===== config.mk =====
export PLATFORM = sky130hd
export DESIGN_NAME = wss_wakeup_select
export DESIGN_NICKNAME = d
export VERILOG_FILES = /design/src/logic/wss_pkg.sv /design/src/logic/wss_pin_if.sv /design/src/logic/wss_wakeup_select.sv /design/src/logic/wss_pin_sync.sv
export SDC_FILE = /design/constraint.sdc
export NUM_CORES = 1
export LEC_CHECK = 0
export BUFFER_PORTS_ARGS = -buffer_cell sky130_fd_sc_hd__clkbuf_2
export CAP_MARGIN = 40
export CORE_MARGIN = 8
export CORE_UTILIZATION = 40
export DETAILED_ROUTE_END_ITERATION = 7
export GPL_TIMING_DRIVEN = 0
export PLACE_DENSITY = 0.59
export SYNTH_ARGS = -nofsm -noshare
export SYNTH_HDL_FRONTEND = slang
export SYNTH_SLANG_ARGS = --single-unit

===== constraint.sdc =====
create_clock -name ref_clk -period 2.41 [get_ports ref_clk]
set_clock_uncertainty 0.1 [all_clocks]
set_input_delay 0.482 -clock ref_clk [delete_from_list [all_inputs] [get_ports ref_clk]]
set_output_delay 0.482 -clock ref_clk [all_outputs]
set_load 0.01 [all_outputs]

===== src/logic/wss_pkg.sv =====
// Constants and types shared by the wakeup source select block
package wss_pkg;

   // AXI4-Lite geometry and answers
   localparam int WSS_ADDR_W = 10;
   localparam int WSS_DATA_W = 32;
   localparam int WSS_STRB_W = 4;
   localparam int WSS_BYTE_W = 8;
   localparam logic [1:0] WSS_RESP_OKAY = 2'h0;
   localparam logic [1:0] WSS_RESP_SLVERR = 2'h2;

   // Register indexes; byte address is four times the index
   localparam logic [7:0] WSS_IDX_PWR_DOWN = 8'ha4;
   localparam logic [7:0] WSS_IDX_WAKE_CFG = 8'ha5;
   localparam logic [7:0] WSS_IDX_EN_HIGH = 8'hce;
   localparam logic [7:0] WSS_IDX_EN_LOW = 8'hcf;
   localparam logic [7:0] WSS_IDX_IRQ_EN1 = 8'he0;
   localparam logic [7:0] WSS_IDX_SLAVE_CTRL = 8'he1;
   localparam logic [7:0] WSS_IDX_PKG_SEL = 8'he2;
   localparam logic [7:0] WSS_IDX_STATUS = 8'he3;
   localparam logic [7:0] WSS_IDX_MASK = 8'he4;
   localparam logic [1:0] WSS_ADDR_LSB = 2'h0;

   // Wake source field codes
   localparam int WSS_FLD_W = 2;
   localparam logic [1:0] WSS_WAKE_IF_EN = 2'h0;
   localparam logic [1:0] WSS_WAKE_RSVD = 2'h1;
   localparam logic [1:0] WSS_WAKE_ALWAYS = 2'h2;
   localparam logic [1:0] WSS_WAKE_IGNORE = 2'h3;

   // Sources: 0 radio, 1 tick, 2 pin, 3 misc
   localparam int WSS_NSRC = 4;
   localparam int WSS_SRC_RADIO = 0;
   localparam int WSS_SRC_TICK = 1;
   localparam int WSS_SRC_PIN = 2;
   localparam int WSS_SRC_MISC = 3;
   localparam int WSS_FLD_LSB [WSS_NSRC] = '{6, 4, 2, 0};
   localparam int WSS_IEN_BIT [WSS_NSRC] = '{1, 5, 3, 4};

   // Power down control fields
   localparam int WSS_PD_MODE_W = 3;
   localparam logic [2:0] WSS_PD_NONE = 3'h0;
   localparam logic [2:0] WSS_PD_STANDBY = 3'h7;
   localparam int WSS_PD_PIN_BIT = 7;
   localparam int WSS_PD_TICK_BIT = 6;

   // Package variants and pin positions
   localparam logic [1:0] WSS_PKG_48 = 2'h0;
   localparam logic [1:0] WSS_PKG_32 = 2'h1;
   localparam logic [1:0] WSS_PKG_24 = 2'h2;
   localparam int WSS_PIN_TOP = 7;
   localparam int WSS_PIN_SUB = 6;
   localparam int WSS_SPI_EN_BIT = 0;

   // Interrupt status bits
   localparam int WSS_NIRQ = 3;
   localparam int WSS_IRQ_WAKE = 0;
   localparam int WSS_IRQ_PIN = 1;
   localparam int WSS_IRQ_MISC = 2;

   typedef enum logic {WSS_ACTIVE, WSS_STANDBY} wss_pwr_type;

endpackage


===== src/logic/wss_pin_if.sv =====
// Synchronised wake pins passed from the synchroniser to the core
`timescale 1ns/1ps
`default_nettype none
interface wss_pin_if;
   logic [7:0] p0;
   logic [7:0] p1;
   logic [7:0] p2;
   logic [7:0] p3;
   logic cs_n;
   modport sync (output p0, output p1, output p2, output p3, output cs_n);
   modport core (input p0, input p1, input p2, input p3, input cs_n);
endinterface
`default_nettype wire


===== src/logic/wss_wakeup_select.sv =====
// Wakeup source qualification, pin wake and standby control with AXI4-Lite registers
`timescale 1ns/1ps
`default_nettype none
// Notes on behaviour
// - Radio field: enabled-only, reserved, always, ignore
// - Tick field: enabled-only, reserved, always, ignore
// - Pin field: enabled-only, reserved, always, ignore
// - Misc field: enabled-only, reserved, always, ignore
// - Sources honoured while in standby
// - Misc event from oscillator, ADC, random generator
// - Pin enable bits gate each pin, reset zero
// - Large package maps port1.7, port3 low, port2
// - Medium package maps port1 low, port0
// - Small package maps port0 bits 6 to 0
// - Enabled pin wakes on high level
// - Low chip select wakes when slave enabled
// - Code seven stops processor clock until wake
// - Pin wake flag, cleared by read or entry
module wss_wakeup_select
   import wss_pkg::*;
(
   input wire logic ref_clk,
   input wire logic arst_n,
   input wire logic [WSS_ADDR_W-1:0] s_axi_awaddr,
   input wire logic s_axi_awvalid,
   output logic s_axi_awready,
   input wire logic [WSS_DATA_W-1:0] s_axi_wdata,
   input wire logic [WSS_STRB_W-1:0] s_axi_wstrb,
   input wire logic s_axi_wvalid,
   output logic s_axi_wready,
   output logic [1:0] s_axi_bresp,
   output logic s_axi_bvalid,
   input wire logic s_axi_bready,
   input wire logic [WSS_ADDR_W-1:0] s_axi_araddr,
   input wire logic s_axi_arvalid,
   output logic s_axi_arready,
   output logic [WSS_DATA_W-1:0] s_axi_rdata,
   output logic [1:0] s_axi_rresp,
   output logic s_axi_rvalid,
   input wire logic s_axi_rready,
   input wire logic radio_event_irq,
   input wire logic tick_event,
   input wire logic hf_crystal_osc_ready,
   input wire logic adc_data_ready,
   input wire logic random_gen_ready,
   input wire logic [7:0] port0_in,
   input wire logic [7:0] port1_in,
   input wire logic [7:0] port2_in,
   input wire logic [7:0] port3_in,
   input wire logic slave_chip_select_n,
   output logic misc_event_irq,
   output logic pin_wake_irq,
   output logic wake_req,
   output logic mcu_clk_stop,
   output logic irq
);
   localparam logic [WSS_ADDR_W-1:0] A_PWR_DOWN = {WSS_IDX_PWR_DOWN, WSS_ADDR_LSB};
   localparam logic [WSS_ADDR_W-1:0] A_WAKE_CFG = {WSS_IDX_WAKE_CFG, WSS_ADDR_LSB};
   localparam logic [WSS_ADDR_W-1:0] A_EN_HIGH = {WSS_IDX_EN_HIGH, WSS_ADDR_LSB};
   localparam logic [WSS_ADDR_W-1:0] A_EN_LOW = {WSS_IDX_EN_LOW, WSS_ADDR_LSB};
   localparam logic [WSS_ADDR_W-1:0] A_IRQ_EN1 = {WSS_IDX_IRQ_EN1, WSS_ADDR_LSB};
   localparam logic [WSS_ADDR_W-1:0] A_SLAVE_CTRL = {WSS_IDX_SLAVE_CTRL, WSS_ADDR_LSB};
   localparam logic [WSS_ADDR_W-1:0] A_PKG_SEL = {WSS_IDX_PKG_SEL, WSS_ADDR_LSB};
   localparam logic [WSS_ADDR_W-1:0] A_STATUS = {WSS_IDX_STATUS, WSS_ADDR_LSB};
   localparam logic [WSS_ADDR_W-1:0] A_MASK = {WSS_IDX_MASK, WSS_ADDR_LSB};
   localparam int PAD_W = WSS_DATA_W - WSS_BYTE_W;

   typedef struct packed {
      logic [7:0] wake_source_config;
      logic [7:0] pin_wake_enable_high;
      logic [7:0] pin_wake_enable_low;
      logic [7:0] irq_enable_reg_one;
      logic [7:0] serial_slave_ctrl_zero;
      logic [1:0] pkg_sel;
      logic [WSS_PD_MODE_W-1:0] prev_mode;
      logic pin_flag;
      logic tick_flag;
      wss_pwr_type pwr;
      logic clk_stop;
      logic wake_req;
      logic misc_irq;
      logic pin_irq;
      logic [WSS_NIRQ-1:0] status;
      logic [WSS_NIRQ-1:0] mask;
      logic irq;
      logic aw_full;
      logic [WSS_ADDR_W-1:0] aw_addr;
      logic w_full;
      logic [WSS_DATA_W-1:0] w_data;
      logic w_strb0;
      logic awready;
      logic wready;
      logic bvalid;
      logic [1:0] bresp;
      logic arready;
      logic rvalid;
      logic [WSS_DATA_W-1:0] rdata;
      logic [1:0] rresp;
   } wss_state_type;

   wss_state_type s;
   wss_state_type next_s;
   wss_pin_if pins ();
   logic [2*WSS_BYTE_W-1:0] pin_vec;
   logic pin_hit;
   logic [WSS_NSRC-1:0] src_event;
   logic [WSS_NSRC-1:0] src_qual;

   // Pin synchroniser
   wss_pin_sync u_sync (
      .ref_clk(ref_clk),
      .arst_n(arst_n),
      .port0_in(port0_in),
      .port1_in(port1_in),
      .port2_in(port2_in),
      .port3_in(port3_in),
      .slave_chip_select_n(slave_chip_select_n),
      .pins(pins.sync)
   );

   // Package dependent pin map, high enable byte first
   always_comb begin
      case (s.pkg_sel)
         WSS_PKG_48: pin_vec = {pins.p1[WSS_PIN_TOP], pins.p3[WSS_PIN_SUB:0], pins.p2};
         WSS_PKG_32: pin_vec = {1'b0, pins.p1[WSS_PIN_SUB:0], pins.p0};
         WSS_PKG_24: pin_vec = {{WSS_BYTE_W{1'b0}}, 1'b0, pins.p0[WSS_PIN_SUB:0]};
         default: pin_vec = '0;
      endcase
   end

   // Enabled high pins plus chip select term
   assign pin_hit = |(pin_vec & {s.pin_wake_enable_high, s.pin_wake_enable_low})
      | (s.serial_slave_ctrl_zero[WSS_SPI_EN_BIT] & ~pins.cs_n);

   assign src_event = {s.misc_irq, s.pin_irq, tick_event, radio_event_irq};

   // Per source qualification from the configuration field
   for (genvar i = 0; i < WSS_NSRC; i++) begin : g_qual
      logic [WSS_FLD_W-1:0] code;
      assign code = s.wake_source_config[WSS_FLD_LSB[i] +: WSS_FLD_W];
      assign src_qual[i] = src_event[i] &
         ((code == WSS_WAKE_IF_EN && s.irq_enable_reg_one[WSS_IEN_BIT[i]])
         || code == WSS_WAKE_ALWAYS);
   end

   // Next state: bus slave, power control, events
   always_comb begin
      logic [WSS_NIRQ-1:0] irq_set;
      logic [WSS_NIRQ-1:0] irq_clr;
      irq_set = '0;
      irq_clr = '0;
      next_s = s;
      next_s.wake_req = 1'b0;
      next_s.misc_irq = hf_crystal_osc_ready | adc_data_ready | random_gen_ready;
      next_s.pin_irq = pin_hit;
      irq_set[WSS_IRQ_MISC] = next_s.misc_irq & ~s.misc_irq;
      // Address and data taken in either order
      if (s_axi_awvalid && s.awready) begin
         next_s.aw_full = 1'b1;
         next_s.aw_addr = s_axi_awaddr;
      end
      if (s_axi_wvalid && s.wready) begin
         next_s.w_full = 1'b1;
         next_s.w_data = s_axi_wdata;
         next_s.w_strb0 = s_axi_wstrb[0];
      end
      if (s.bvalid && s_axi_bready) begin
         next_s.bvalid = 1'b0;
      end
      // Perform the write once both halves are held
      if (s.aw_full && s.w_full && !s.bvalid) begin
         next_s.aw_full = 1'b0;
         next_s.w_full = 1'b0;
         next_s.bvalid = 1'b1;
         next_s.bresp = WSS_RESP_OKAY;
         case (s.aw_addr)
            A_WAKE_CFG: begin
               if (s.w_strb0) begin
                  next_s.wake_source_config = s.w_data[WSS_BYTE_W-1:0];
               end
            end
            A_EN_HIGH: begin
               if (s.w_strb0) begin
                  next_s.pin_wake_enable_high = s.w_data[WSS_BYTE_W-1:0];
               end
            end
            A_EN_LOW: begin
               if (s.w_strb0) begin
                  next_s.pin_wake_enable_low = s.w_data[WSS_BYTE_W-1:0];
               end
            end
            A_IRQ_EN1: begin
               if (s.w_strb0) begin
                  next_s.irq_enable_reg_one = s.w_data[WSS_BYTE_W-1:0];
               end
            end
            A_SLAVE_CTRL: begin
               if (s.w_strb0) begin
                  next_s.serial_slave_ctrl_zero = s.w_data[WSS_BYTE_W-1:0];
               end
            end
            A_PKG_SEL: begin
               if (s.w_strb0) begin
                  next_s.pkg_sel = s.w_data[1:0];
               end
            end
            A_PWR_DOWN: begin
               if (s.w_strb0 && s.w_data[WSS_PD_MODE_W-1:0] != WSS_PD_NONE) begin
                  next_s.prev_mode = s.w_data[WSS_PD_MODE_W-1:0];
                  next_s.pin_flag = 1'b0;
                  next_s.tick_flag = 1'b0;
                  if (s.w_data[WSS_PD_MODE_W-1:0] == WSS_PD_STANDBY) begin
                     next_s.pwr = WSS_STANDBY;
                     next_s.clk_stop = 1'b1;
                  end
               end
            end
            A_STATUS: begin
               if (s.w_strb0) begin
                  irq_clr = s.w_data[WSS_NIRQ-1:0];
               end
            end
            A_MASK: begin
               if (s.w_strb0) begin
                  next_s.mask = s.w_data[WSS_NIRQ-1:0];
               end
            end
            default: next_s.bresp = WSS_RESP_SLVERR;
         endcase
      end
      next_s.awready = !next_s.aw_full && !next_s.bvalid;
      next_s.wready = !next_s.w_full && !next_s.bvalid;
      // Read channel, data captured at the address handshake
      if (s.rvalid && s_axi_rready) begin
         next_s.rvalid = 1'b0;
      end
      if (s_axi_arvalid && s.arready) begin
         next_s.rvalid = 1'b1;
         next_s.rresp = WSS_RESP_OKAY;
         next_s.rdata = '0;
         case (s_axi_araddr)
            A_WAKE_CFG: next_s.rdata = {{PAD_W{1'b0}}, s.wake_source_config};
            A_EN_HIGH: next_s.rdata = {{PAD_W{1'b0}}, s.pin_wake_enable_high};
            A_EN_LOW: next_s.rdata = {{PAD_W{1'b0}}, s.pin_wake_enable_low};
            A_IRQ_EN1: next_s.rdata = {{PAD_W{1'b0}}, s.irq_enable_reg_one};
            A_SLAVE_CTRL: next_s.rdata = {{PAD_W{1'b0}}, s.serial_slave_ctrl_zero};
            A_PKG_SEL: next_s.rdata[1:0] = s.pkg_sel;
            A_PWR_DOWN: begin
               next_s.rdata[WSS_PD_PIN_BIT] = s.pin_flag;
               next_s.rdata[WSS_PD_TICK_BIT] = s.tick_flag;
               next_s.rdata[WSS_PD_MODE_W-1:0] = s.prev_mode;
               next_s.pin_flag = 1'b0;
               next_s.tick_flag = 1'b0;
            end
            A_STATUS: next_s.rdata[WSS_NIRQ-1:0] = s.status;
            A_MASK: next_s.rdata[WSS_NIRQ-1:0] = s.mask;
            default: next_s.rresp = WSS_RESP_SLVERR;
         endcase
      end
      next_s.arready = !next_s.rvalid;
      // Wake from standby; flag set wins over read clear
      if (s.pwr == WSS_STANDBY && |src_qual) begin
         next_s.pwr = WSS_ACTIVE;
         next_s.clk_stop = 1'b0;
         next_s.wake_req = 1'b1;
         irq_set[WSS_IRQ_WAKE] = 1'b1;
         if (src_qual[WSS_SRC_PIN]) begin
            next_s.pin_flag = 1'b1;
            irq_set[WSS_IRQ_PIN] = 1'b1;
         end
         if (src_qual[WSS_SRC_TICK]) begin
            next_s.tick_flag = 1'b1;
         end
      end
      // Sticky status, set wins over write-one clear
      next_s.status = (s.status & ~irq_clr) | irq_set;
      next_s.irq = |(next_s.status & next_s.mask);
   end

   // State register
   always_ff @(posedge ref_clk or negedge arst_n) begin
      if (!arst_n) begin
         s <= '0;
      end else begin
         s <= next_s;
      end
   end

   // Outputs straight from the state
   assign s_axi_awready = s.awready;
   assign s_axi_wready = s.wready;
   assign s_axi_bresp = s.bresp;
   assign s_axi_bvalid = s.bvalid;
   assign s_axi_arready = s.arready;
   assign s_axi_rdata = s.rdata;
   assign s_axi_rresp = s.rresp;
   assign s_axi_rvalid = s.rvalid;
   assign misc_event_irq = s.misc_irq;
   assign pin_wake_irq = s.pin_irq;
   assign wake_req = s.wake_req;
   assign mcu_clk_stop = s.clk_stop;
   assign irq = s.irq;
endmodule
`default_nettype wire


===== src/logic/wss_pin_sync.sv =====
// Two-stage synchroniser for the wake pins and the slave chip select
`timescale 1ns/1ps
`default_nettype none
module wss_pin_sync
   import wss_pkg::*;
(
   input wire logic ref_clk,
   input wire logic arst_n,
   input wire logic [7:0] port0_in,
   input wire logic [7:0] port1_in,
   input wire logic [7:0] port2_in,
   input wire logic [7:0] port3_in,
   input wire logic slave_chip_select_n,
   wss_pin_if.sync pins
);
   localparam int WSS_SYNC_W = 4 * WSS_BYTE_W + 1;

   typedef struct packed {
      logic [WSS_SYNC_W-1:0] meta;
      logic [WSS_SYNC_W-1:0] stable;
   } wss_sync_type;

   wss_sync_type s;
   wss_sync_type next_s;

   // First stage feeds only the second stage
   always_comb begin
      next_s = s;
      next_s.meta = {slave_chip_select_n, port3_in, port2_in, port1_in, port0_in};
      next_s.stable = s.meta;
   end

   // Chip select idles high so it resets to the inactive level
   always_ff @(posedge ref_clk or negedge arst_n) begin
      if (!arst_n) begin
         s <= '{meta: {1'b1, {(WSS_SYNC_W-1){1'b0}}}, stable: {1'b1, {(WSS_SYNC_W-1){1'b0}}}};
      end else begin
         s <= next_s;
      end
   end

   // Hand the stable copies to the core
   assign {pins.cs_n, pins.p3, pins.p2, pins.p1, pins.p0} = s.stable;
endmodule
`default_nettype wire


==> results.py <==
metrics = {
    "sta": {
        "finalCriticalPeriod_ps": 2077,
        "worst_slack_ps": 333.5,
        "rsz0062_at_grt": "false",
        "max_freq_mhz": 481.6,
        "setup-violations-final": 0,
        "hold_viol_final": 0,
        "tightest_slew_ps": 611.5,
        "finalMaxSlewViolations": 0,
        "fin_crit_sh": 0.8616,
        "whs_ps": 41.22,
        "slew_headroom": 0.5924,
    },
    "detailed_routing": {
        "num_vias": 4118,
        "routed_wl_um": 13800,
        "wl_per_cell_um": 16.29,
        "top_layer": "met4",
        "vias_per_cell": 4.862,
        "wl_met2_um": 6640,
        "drtPass1Iterations": 4,
        "drc": 0,
        "route.met3.wl_um": 893,
        "ant_nets": 0,
        "first_iter_violations": 298,
        "wl_met1_um": 6064,
    },
    "grt": {
        "grt_pass1_vias": 4324,
        "grt_first_pass_wirelength_um": 22630,
        "antenna_found_initial": 0,
        "grt_overflow": 0,
        "grtUsageTotal": 0.1445,
        "grt_max_degree": 107,
    },
    "final_layout": {
        "most-common-layout-cells": "dfrtp_1, clkbuf_2, mux2_2",
        "final_core_util": 0.4965,
        "num_antenna_cells": 0,
        "syn_to_final_growth_pct": 22.01,
        "final_common_cell": "dfrtp_1",
        "nets": 719,
        "drive_gt1_frac": 0.4073,
    },
    "power_and_ir_drop": {
        "seq_power_share": 0.485,
        "p_comb_frac": 0.140,
        "switching_power_uw": 1909,
        "p_leak_uw": 0.003814,
        "swShare": 0.2844,
        "powerDensity_mw_per_mm2": 854.2,
        "pwr-share-clk": 0.375,
        "power.internal_uw": 4804,
        "vdd.ir_drop.worst_mv": 0.5174,
    },
    "floorplanning": {
        "ioPinCount": 147,
        "die_y_um": 142.9,
        "core_mm2": 0.01583,
        "rows": 46,
        "start_util": 0.4070,
        "dieArea_mm2": 0.02042,
        "die_width_um": 142.9,
    },
    "clock_network": {
        "root_buffer": "clkbuf_16",
        "cts.sinks": 158,
        "cts_tree": "built",
        "clockBufferDepth": 2,
        "htreeDepth": 4,
        "clk_latency_ps": 420,
        "cts_inserted_buffers": 17,
        "clk_pin_slew_worst_paths_ps": 60,
        "cts_setup_buffers": 0,
        "post_cts_resize_count": 0,
    },
    "flow_run": {
        "drv_cap": 0,
    },
    "setup_path": {
        "cp_cell_sequence": "nor4_4 > and4_4 > mux2_4 > a21boi_1 > a221o_1",
        "cp.buffers_inverters": 0,
        "start_kind": "flop",
        "crit_family": "simple AND/OR/NAND/NOR gates",
        "crit_type": "flop to flop",
        "cpPeakStageDelay_ps": 440,
        "startpoint": "s[76]$_DFFE_PN0P_",
        "slowest_stage": "dfrtp_1",
        "arrival_ps": 2270,
        "r2r_start": "s[76]$_DFFE_PN0P_",
        "endpoint_kind": "flop",
        "crit_required_ps": 2610,
        "path_max_fanout": 4,
    },
    "logic_synthesis": {
        "yosys.area.top_type": "dfrtp_1",
        "synth_flop_cell": "dfrtp_1",
        "ys_warn_count": 0,
        "syn-mean-instance-area_um2": 13.34,
        "synth_seq_area_share": 0.6142,
        "synth_edf_count": 0,
        "ys_async_sr_fraction": 1.000,
        "yosysTopAreaCellShare": 0.6061,
        "ys_ff_latch": 158,
        "synthCells": 483,
        "synthDistinctLibCells": 56,
        "netlist_top_cells_area": "dfrtp_1, mux2_2, buf_4",
        "syn-cell-area_mm2": 0.006441,
    },
    "status": {
        "outcome": "complete, no violations",
    },
    "placement": {
        "place.gp.congestion": 0.7870,
        "dpl.hpwl_um": 10250,
        "io_buffers": 89,
        "pre_cts_slack_ps": 330.8,
    },
    "worst_hold_path": {
        "hold_path.class": "primary input to flop",
        "min-delay-start": "slave_chip_select_n",
    },
}
## metal layers
layer  vias up  global-route usage
met2       120              0.2292
met5         -                   0
met1      2043              0.1821
li1       1937                   -
met3        18             0.03873
met4         0             0.06320
## worst register-to-register path, cell delays in order, from the launching register on
cell and delay [ps]:
dfrtp_1 440, nor4_4 400, and4_4 320, mux2_4 310, a21boi_1 130, a221o_1 260
## cells in the mapped netlist, drive strengths merged (3+ instances only)
master	instances
nand3	6
inv	10
a21oi	12
a222oi	7
o21ai	15
and3	8
and4b	3
nor2b	5
buf	44
mux2	70
a31oi	4
dfrtp	156
clkbuf	8
mux2i	20
nor4b	3
a22oi	3
a22o	3
nand2	27
and2	4
nor2	30
nor3b	5
nor3	3
o22ai	3
## cells by family after synthesis
| kind of cell | synth area share |
|---|---|
| flip-flops | 0.6142 |
| AND/OR/NAND/NOR | 0.09732 |
| multiplexers | 0.1610 |
| buffers and inverters | 0.06022 |
| AO/OA/AOI/OAI | 0.06663 |
| other | 0.0005822 |
## area by class of cell
cell class,instances,area [um2]
fill,1402,7969
multi-input combinational,288,2191
sequential,158,3956
tap,216,270.3
buffer,52,350.3
timing repair buffer,91,491.7
clock inverter,14,122.6
clock buffer,18,439.2
inverter,10,37.54
## flip-flops by register name, summed over array words and instances (netlist names), 7 cells and up
register / cells
u_sync.next_s: 32
g_qual.code: 8
u_sync.pins.p1: 8
u_sync.pins.p2: 8
s: 67
u_sync.pins.p3: 7
s_axi_rdata: 8
u_sync.pins.p0: 8
## final timing paths
path | depth (start not counted) | slack [ps] | endpoint
worst max-delay path | 5 | 330 | irq$_DFF_PN0_
worst min-delay path | 1 | 40 | u_sync.next_s[32]$_DFF_PN1_
worst max register to register | 5 | 330 | irq$_DFF_PN0_
worst min register to register | 0 | 250 | u_sync.pins.p3[5]$_DFF_PN0_
max in group asynchronous | 3 | 910 | irq$_DFF_PN0_
min in group asynchronous | 2 | 470 | u_sync.next_s[28]$_DFF_PN0_
## through the flow
stage          TNS [ps]  total power, uW  std cells  area (um2)
2_1_floorplan         0             3829        508        6535
3_3_place_gp    -277380             4199        813        7251
3_5_place_dp          0             4259        814        7287
4_1_cts               0             6797        847        7859
5_1_grt               0             7074        847        7859
6_report              0             6713        847        7859
## repair_timing
item,in CTS,in global routing
endpoints found under the hold margin,50,0
endpoints found under the setup margin,0,0
hold buffers,1,0
## power by group through the flow
stage | logic (uW) | registers (uW) | clock network, uW
after floorplan | 613 | 3220 | 0
after global placement | 916 | 3280 | 0
after detailed placement | 952 | 3310 | 0
after global routing | 1040 | 3300 | 2730
final | 940 | 3260 | 2520
after CTS | 957 | 3260 | 2580
(Power assumes the default switching activity.)
